==> config.mk <==
export PLATFORM = sky130hd
export DESIGN_NAME = cstsel_top
export DESIGN_NICKNAME = d
export VERILOG_FILES = /design/src/logic/cstsel_pkg.sv /design/src/logic/cstsel_top.sv
export SDC_FILE = /design/constraint.sdc
export NUM_CORES = 1
export LEC_CHECK = 0
export BUFFER_PORTS_ARGS = -buffer_cell sky130_fd_sc_hd__buf_2
export CORE_MARGIN = 2
export CORE_UTILIZATION = 50
export DETAILED_ROUTE_END_ITERATION = 10
export PLACE_DENSITY_LB_ADDON = 0.05
export SYNTH_ARGS = -nofsm -noshare
export SYNTH_HDL_FRONTEND = slang
export SYNTH_SLANG_ARGS = --single-unit
==> constraint.sdc <==
create_clock -name i_core_clk -period 6 [get_ports i_core_clk]
set_input_delay 0.3 -clock i_core_clk [delete_from_list [all_inputs] [get_ports i_core_clk]]
set_output_delay 0.3 -clock i_core_clk [all_outputs]
set_load 0.05 [all_outputs]
==> src/logic/cstsel_pkg.sv <==
// package: constants and types for the counter sample trigger select block
package cstsel_pkg;
  localparam int CNT_W       = 32;
  localparam int IN_W        = 8;
  localparam int SHIFT_W     = 32;
  localparam int CYCLE_W     = 32;
  // capture pipeline latency in clock cycles after the trigger instant
  localparam int CAPT_LAT_CYC = 2;
  localparam logic [CNT_W-1:0]   CNT_RST   = 32'h0000_0000;
  localparam logic [IN_W-1:0]    IN_RST    = 8'h00;
  localparam logic [CYCLE_W-1:0] CYCLE_RST = 32'h0000_0000;
  // clock period in ns; shift is given in ns and converted to cycles
  localparam int CLK_PERIOD_NS = 25;

  typedef enum logic [1:0] {
    CSTSEL_MODE_FRAME = 2'h1,
    CSTSEL_MODE_CLOCK = 2'h2
  } cstsel_mode_t;

  typedef struct packed {
    logic [CNT_W-1:0] count;
    logic [IN_W-1:0]  inputs;
    logic             fresh;
  } cstsel_snap_t;

  typedef struct packed {
    logic                      clk_mode;
    logic [CYCLE_W-1:0]        cycle_cyc;
    logic signed [SHIFT_W-1:0] shift_ns;
  } cstsel_cfg_t;
endpackage : cstsel_pkg

==> src/logic/cstsel_top.sv <==
// module: selects and times the capture of counter and inputs into process data
`timescale 1ns/100ps
module cstsel_top
  import cstsel_pkg::*;
(
  input  wire logic                   i_core_clk,
  input  wire logic                   i_resetn,
  input  wire logic                   i_ce,
  input  wire cstsel_pkg::cstsel_cfg_t i_cfg,
  input  wire logic                   i_process_data_exchange_event,
  input  wire logic                   i_frame_start,
  input  wire logic [CNT_W-1:0]       i_count,
  input  wire logic [IN_W-1:0]        i_inputs_raw,
  input  wire logic [IN_W-1:0]        i_inputs_filt,
  output logic                        o_cyclic_sync_pulse,
  output cstsel_pkg::cstsel_snap_t    o_snap,
  output logic                        o_capture_late
);
  import cstsel_pkg::*;

  // ---------------------------------------------------------------
  // reset release
  // ---------------------------------------------------------------
  logic rst_meta_q;
  logic rst_n_q;
  always_ff @(posedge i_core_clk or negedge i_resetn) begin
    if (!i_resetn) begin
      rst_meta_q <= 1'b0;
      rst_n_q    <= 1'b0;
    end else begin
      rst_meta_q <= 1'b1;
      rst_n_q    <= rst_meta_q;
    end
  end

  // ---------------------------------------------------------------
  // sync pulse generator and shifted capture instant
  // ---------------------------------------------------------------
  logic [CYCLE_W-1:0] cyc_cnt_q, cyc_cnt_d;
  logic               sync_d, sync_q;
  logic [CYCLE_W-1:0] dly_cnt_q, dly_cnt_d;
  logic               dly_busy_q, dly_busy_d;
  logic               trig;
  logic signed [SHIFT_W-1:0] shift_cyc;
  logic [CYCLE_W-1:0] base_pt;

  // ns steps truncate to whole cycles; finer steps cannot be resolved here
  assign shift_cyc = i_cfg.shift_ns / SHIFT_W'(CLK_PERIOD_NS);

  always_comb begin
    base_pt   = '0;
    sync_d    = 1'b0;
    cyc_cnt_d = cyc_cnt_q;
    dly_cnt_d = dly_cnt_q;
    dly_busy_d = dly_busy_q;
    trig      = 1'b0;
    // cycle period programmed by the master to the bus cycle
    if (i_cfg.cycle_cyc == '0 || cyc_cnt_q >= i_cfg.cycle_cyc - 1'b1) begin
      cyc_cnt_d = '0;
    end else begin
      cyc_cnt_d = cyc_cnt_q + 1'b1;
    end
    // negative shift: fire ahead of the nominal wrap point
    if (shift_cyc < 0) begin
      base_pt = i_cfg.cycle_cyc - CYCLE_W'(-shift_cyc);
      sync_d  = (cyc_cnt_q == base_pt);
    end else begin
      sync_d  = (cyc_cnt_q == '0);
    end
    if (sync_q && shift_cyc > 0) begin
      dly_busy_d = 1'b1;
      dly_cnt_d  = CYCLE_W'(shift_cyc);
    end else if (dly_busy_q) begin
      dly_cnt_d = dly_cnt_q - 1'b1;
      if (dly_cnt_q == CYCLE_W'(1)) begin
        dly_busy_d = 1'b0;
      end
    end
    if (i_cfg.clk_mode) begin
      trig = (shift_cyc > 0) ? (dly_busy_q && dly_cnt_q == CYCLE_W'(1)) : sync_q;
    end else begin
      trig = i_process_data_exchange_event;
    end
  end

  always_ff @(posedge i_core_clk or negedge rst_n_q) begin
    if (!rst_n_q) begin
      cyc_cnt_q  <= CYCLE_RST;
      sync_q     <= 1'b0;
      dly_cnt_q  <= CYCLE_RST;
      dly_busy_q <= 1'b0;
    end else if (i_ce) begin
      cyc_cnt_q  <= cyc_cnt_d;
      sync_q     <= sync_d;
      dly_cnt_q  <= dly_cnt_d;
      dly_busy_q <= dly_busy_d;
    end
  end

  // ---------------------------------------------------------------
  // capture pipeline and process data snapshot
  // ---------------------------------------------------------------
  logic [CAPT_LAT_CYC-1:0] pipe_q, pipe_d;
  cstsel_snap_t stage_q, stage_d;
  cstsel_snap_t stage2_q, stage2_d;
  cstsel_snap_t snap_q, snap_d;
  logic         late_q, late_d;
  logic         pend_q, pend_d;
  logic         sync_out_q;
  logic         wait_cap;

  // a shifted capture still counting down leaves no current value either
  assign wait_cap = pend_q || (i_cfg.clk_mode && dly_busy_q);

  always_comb begin
    pipe_d  = {pipe_q[CAPT_LAT_CYC-2:0], trig};
    stage_d = stage_q;
    stage2_d = stage2_q;
    snap_d  = snap_q;
    late_d  = late_q;
    pend_d  = pend_q;
    if (trig) begin
      stage_d.count  = i_count;
      // unfiltered inputs in clock mode for the freshest edge
      stage_d.inputs = i_cfg.clk_mode ? i_inputs_raw : i_inputs_filt;
      stage_d.fresh  = 1'b1;
      pend_d         = 1'b1;
    end
    // second stage keeps a back-to-back trigger from overwriting the first capture
    if (pipe_q[0]) begin
      stage2_d = stage_q;
    end
    if (pipe_q[CAPT_LAT_CYC-1]) begin
      snap_d = stage2_q;
      pend_d = trig;
    end
    if (i_frame_start) begin
      // frame arrived while capture still in flight: no current value
      late_d       = wait_cap && !pipe_q[CAPT_LAT_CYC-1];
      snap_d.fresh = pipe_q[CAPT_LAT_CYC-1] ? 1'b1 : (snap_q.fresh && !wait_cap);
    end
  end

  always_ff @(posedge i_core_clk or negedge rst_n_q) begin
    if (!rst_n_q) begin
      pipe_q     <= '0;
      stage_q    <= '{count: CNT_RST, inputs: IN_RST, fresh: 1'b0};
      stage2_q   <= '{count: CNT_RST, inputs: IN_RST, fresh: 1'b0};
      snap_q     <= '{count: CNT_RST, inputs: IN_RST, fresh: 1'b0};
      late_q     <= 1'b0;
      pend_q     <= 1'b0;
      sync_out_q <= 1'b0;
    end else if (i_ce) begin
      pipe_q     <= pipe_d;
      stage_q    <= stage_d;
      stage2_q   <= stage2_d;
      snap_q     <= snap_d;
      late_q     <= late_d;
      pend_q     <= pend_d;
      sync_out_q <= sync_q;
    end
  end

  assign o_snap              = snap_q;
  assign o_capture_late      = late_q;
  assign o_cyclic_sync_pulse = sync_out_q;

  // ---------------------------------------------------------------
  // checks
  // ---------------------------------------------------------------
  property p_frame_capture;
    @(posedge i_core_clk) disable iff (!rst_n_q)
    (i_ce && !i_cfg.clk_mode && i_process_data_exchange_event) |=> pipe_q[0];
  endproperty
  a_frame_capture: assert property (p_frame_capture) else $error("frame trigger lost");

  property p_clock_capture;
    @(posedge i_core_clk) disable iff (!rst_n_q)
    (i_ce && i_cfg.clk_mode && shift_cyc <= 0 && sync_q) |=> pipe_q[0];
  endproperty
  a_clock_capture: assert property (p_clock_capture) else $error("sync trigger lost");

  property p_snap_update;
    @(posedge i_core_clk) disable iff (!rst_n_q)
    (i_ce && pipe_q[CAPT_LAT_CYC-1]) |=> (o_snap.count == $past(stage2_q.count));
  endproperty
  a_snap_update: assert property (p_snap_update) else $error("snapshot not taken");

  property p_snap_stable;
    @(posedge i_core_clk) disable iff (!rst_n_q)
    (!pipe_q[CAPT_LAT_CYC-1]) |=> $stable(o_snap.count) && $stable(o_snap.inputs);
  endproperty
  a_snap_stable: assert property (p_snap_stable) else $error("snapshot changed");

  property p_raw_inputs;
    @(posedge i_core_clk) disable iff (!rst_n_q)
    (i_ce && trig && i_cfg.clk_mode) |=> (stage_q.inputs == $past(i_inputs_raw));
  endproperty
  a_raw_inputs: assert property (p_raw_inputs) else $error("filtered input in clock mode");

  property p_shift_delay;
    @(posedge i_core_clk) disable iff (!rst_n_q)
    (i_ce && sync_q && shift_cyc > 0) |=> dly_busy_q && dly_cnt_q == CYCLE_W'($past(shift_cyc));
  endproperty
  a_shift_delay: assert property (p_shift_delay) else $error("shift delay not loaded");

  property p_late_flag;
    @(posedge i_core_clk) disable iff (!rst_n_q)
    (i_ce && i_frame_start && wait_cap && !pipe_q[CAPT_LAT_CYC-1]) |=> o_capture_late;
  endproperty
  a_late_flag: assert property (p_late_flag) else $error("late capture not flagged");

  property p_sync_out;
    @(posedge i_core_clk) disable iff (!rst_n_q)
    (i_ce && sync_q) |=> o_cyclic_sync_pulse;
  endproperty
  a_sync_out: assert property (p_sync_out) else $error("sync pulse not forwarded");

  c_frame: cover property (@(posedge i_core_clk) disable iff (!rst_n_q)
    !i_cfg.clk_mode && pipe_q[CAPT_LAT_CYC-1]);
  c_clock: cover property (@(posedge i_core_clk) disable iff (!rst_n_q)
    i_cfg.clk_mode && pipe_q[CAPT_LAT_CYC-1]);
  c_late: cover property (@(posedge i_core_clk) disable iff (!rst_n_q) o_capture_late);
endmodule : cstsel_top

==> results_dict.tcl <==
set metrics [dict create \
    slew_violations 0 \
    cp_slowest_stage_delay_ns 0.53 \
    grt.overflow.total 0 \
    cts_tree "yes" \
    finClkSkew_ns 0.0167 \
    clock.fmax_ghz 0.0430 \
    ys_warn_count 0 \
    io_buffers 160 \
    hold_depth 2 \
    num_rows 73 \
    synth_area_leaders "dfrtp_1 (24%), xnor2_1 (6.9%), mux2_2 (5.5%)" \
    grt_first_pass_wirelength_mm 118 \
    drv_cap 0 \
    place_area_sq_mm 0.0275 \
    final_util 0.791 \
    ys.flop_type "dfrtp_1" \
    postSynthAreaPerCell_sq_um 8.48 \
    synth_common_cells "dfrtp_1 (196), nor2_1 (188), nand2_1 (187)" \
    die_h_um 206 \
    seqCellArea_sq_mm 0.00491 \
    worst_path_most_repeated_cell "a21o_1" \
    grt_pass1_vias 23300 \
    crit_slowest_cell "or4_4" \
    vias 24000 \
    end_kind "register" \
    core_sq_mm 0.0399 \
    rsz0062_at_grt "yes" \
    start_util 0.509 \
    grt_max_degree 195 \
    ys_types 132 \
    gp_congestion 0.985 \
    worstSetupStartpointType "input pin" \
    grt_usage 0.342 \
    arrival_ns 23.62 \
    hpwl_mm 54.8 \
    grt_antenna_before_repair 1 \
    die-area_sq_mm 0.0423 \
    min_period_ns 23.24 \
    drcViolationCount 0 \
    required_ns 6.38 \
    synth_area_sq_mm 0.0203 \
    hold_class "in -> reg" \
    postSynthCellCount 2397 \
    drt_first_iter_violations 1610 \
    numCtsBuffers 17 \
    ctsHtreeMaxLevel 4 \
    synth_edf_count 0 \
    hold_path.startpoint "i_count[31]" \
    status "complete, but fails checks" \
    yosysMostFrequentCell "dfrtp_1" \
    clock_sinks 196 \
    postSynth.asyncResetShare 1.00 \
    clock_latency_ns 0.46 \
    hold_violations 0 \
    yosys_register_bits 196 \
    tightest_slew_ns 1.13 \
    final.setup.tns_ns -1155.67 \
    ant_nets 0 \
    worst-r2r-setup-slack_ns 1.18 \
    holdPathEnd "stage_q[40]" \
    yosysTopAreaCell "dfrtp_1" \
    cts_root_buffer "clkbuf_16" \
    yosysSeqAreaShare 0.241 \
    wl_per_cell_um 19.9 \
    nFillCells 2669 \
    area_growth_pct 55.3 \
    synth_top_area_frac 0.241 \
    rr_worst_depth 29 \
    final_cell_area_sq_mm 0.0316 \
    finalWirelength_mm 77.4 \
    cp_max_fo 7 \
    finalSetupViolCount 77 \
    setup_ws_ns -17.24 \
    clk_pin_slew_ns 0.09 \
    synth_nets 2590 \
    r2r_start "cyc_cnt_q[0]" \
    reg2reg_to "cyc_cnt_q[13]" \
    max-clock-path-buffers 2 \
    final.period_utilization 3.87 \
    routed_via_density 6.17 \
    drive_gt1_frac 0.481 \
    path_class "in -> reg" \
    fin_nets 3553 \
    violations "negative setup slack" \
    multi_input_area_sq_mm 0.0172 \
    dr.pass1.iters 6 \
    relSlewSlack 0.241 \
    die_w_um 206 \
    boundaryPins 161 \
]
-- worst max-delay path, delay by kind of cell --
family	cells	cell delay, ns
fa+ha+maj	4	0.79
simple gates	16	3.43
xor+xnor	4	0.53
mux	5	1.11
buf+inv	28	3.89
compound gates	69	13.52
-- through the flow --
step,setup WS (ns),hold slack (ns),std cells
3_3_place_gp,-17.55,0.0851,3721
5_1_grt,-18.16,0.0432,3899
2_1_floorplan,-17.09,0.00441,2397
6_report,-17.24,0.0607,3899
3_5_place_dp,-18.06,0.0875,3721
4_1_cts,-16.56,0.0489,3841
-- kinds of logic (layout without fill, tap and decap cells) --
family | Yosys count | after routing | synth area share
AO/OA/AOI/OAI | 734 | 735 | 0.270
XOR/XNOR | 240 | 240 | 0.105
adder cells (fa/ha/maj) | 79 | 79 | 0.0485
buffers and inverters | 136 | 1111 | 0.0293
flip-flops | 196 | 196 | 0.241
multiplexers | 170 | 170 | 0.0949
other | 1 | 2 | 0.000184
AND/OR/NAND/NOR | 841 | 841 | 0.210
-- repair_timing --
action / 4_1_cts / 5_1_grt
cloned: 9 / 2
endpoints found under the setup margin: 77 / 77
hold endpoints to repair: 2 / 0
hold buffers: 1 / 0
resized for setup: 228 / 223
pin swaps: 101 / 141
buffers inserted: 79 / 70
-- cell type report --
type                    count  share of cell area
diodes                      1           0.0000793
clock buffers              17              0.0135
clock inverters            15             0.00682
inverters                  42             0.00515
multi-input cells        2066               0.546
flip-flops and latches    196               0.155
well taps                 525              0.0208
repair buffers           1037               0.252
-- worst max-delay path by stage --
stage          slack [ns]      start  cells past startpoint     end
2_1_floorplan      -17.09   i_cfg[3]                    111  sync_q
3_3_place_gp       -17.55  i_cfg[19]                    112  sync_q
3_5_place_dp       -18.06   i_cfg[0]                    114  sync_q
4_1_cts            -16.56   i_cfg[0]                    113  sync_q
5_1_grt            -18.16   i_cfg[1]                    127  sync_q
6_report           -17.24   i_cfg[1]                    126  sync_q
-- metal layers --
| metal | vias up | GRT usage | wire (um) |
|---|---|---|---|
| met2 | 1062 | 0.600 | 37900 |
| met4 | 0 | 0.120 | 2840 |
| met1 | 11600 | 0.431 | 31800 |
| met5 | - | 0 | 0 |
| li1 | 11100 | - | - |
| met3 | 243 | 0.0442 | 4840 |
-- registers in the layout, summed over array words and instances (netlist names), 2 cells and up --
signal,count
dly_cnt_q,32
o_snap,41
stage_q,41
pipe_q,2
cyc_cnt_q,32
stage2_q,41
-- cells in the final DEF (no fill, tap or decap), types with 23 or more instances in the layout --
master | synthesis | layout
a21o_1 | 74 | 73
a21oi_1 | 120 | 80
a21oi_2 | 8 | 42
and3_1 | 27 | 23
buf_2 | 23 | 157
buf_4 | 3 | 794
buf_6 | 6 | 58
dfrtp_1 | 196 | 195
ha_1 | 74 | 70
inv_1 | 40 | 37
mux2_2 | 100 | 97
mux2_4 | 0 | 43
nand2_1 | 187 | 166
nand2b_1 | 29 | 28
nand3_1 | 82 | 73
nand4_1 | 35 | 35
nor2_1 | 188 | 168
nor3_1 | 102 | 75
nor4_1 | 38 | 30
o211ai_1 | 29 | 29
o21ai_0 | 104 | 76
o21ai_1 | 42 | 43
o21ai_2 | 4 | 26
or3_1 | 32 | 26
xnor2_1 | 160 | 137
xor2_1 | 76 | 72
Power is left out: the tool's default activity adds up to more than one toggle a clock period on the data nets, which glitch-free logic cannot reach.
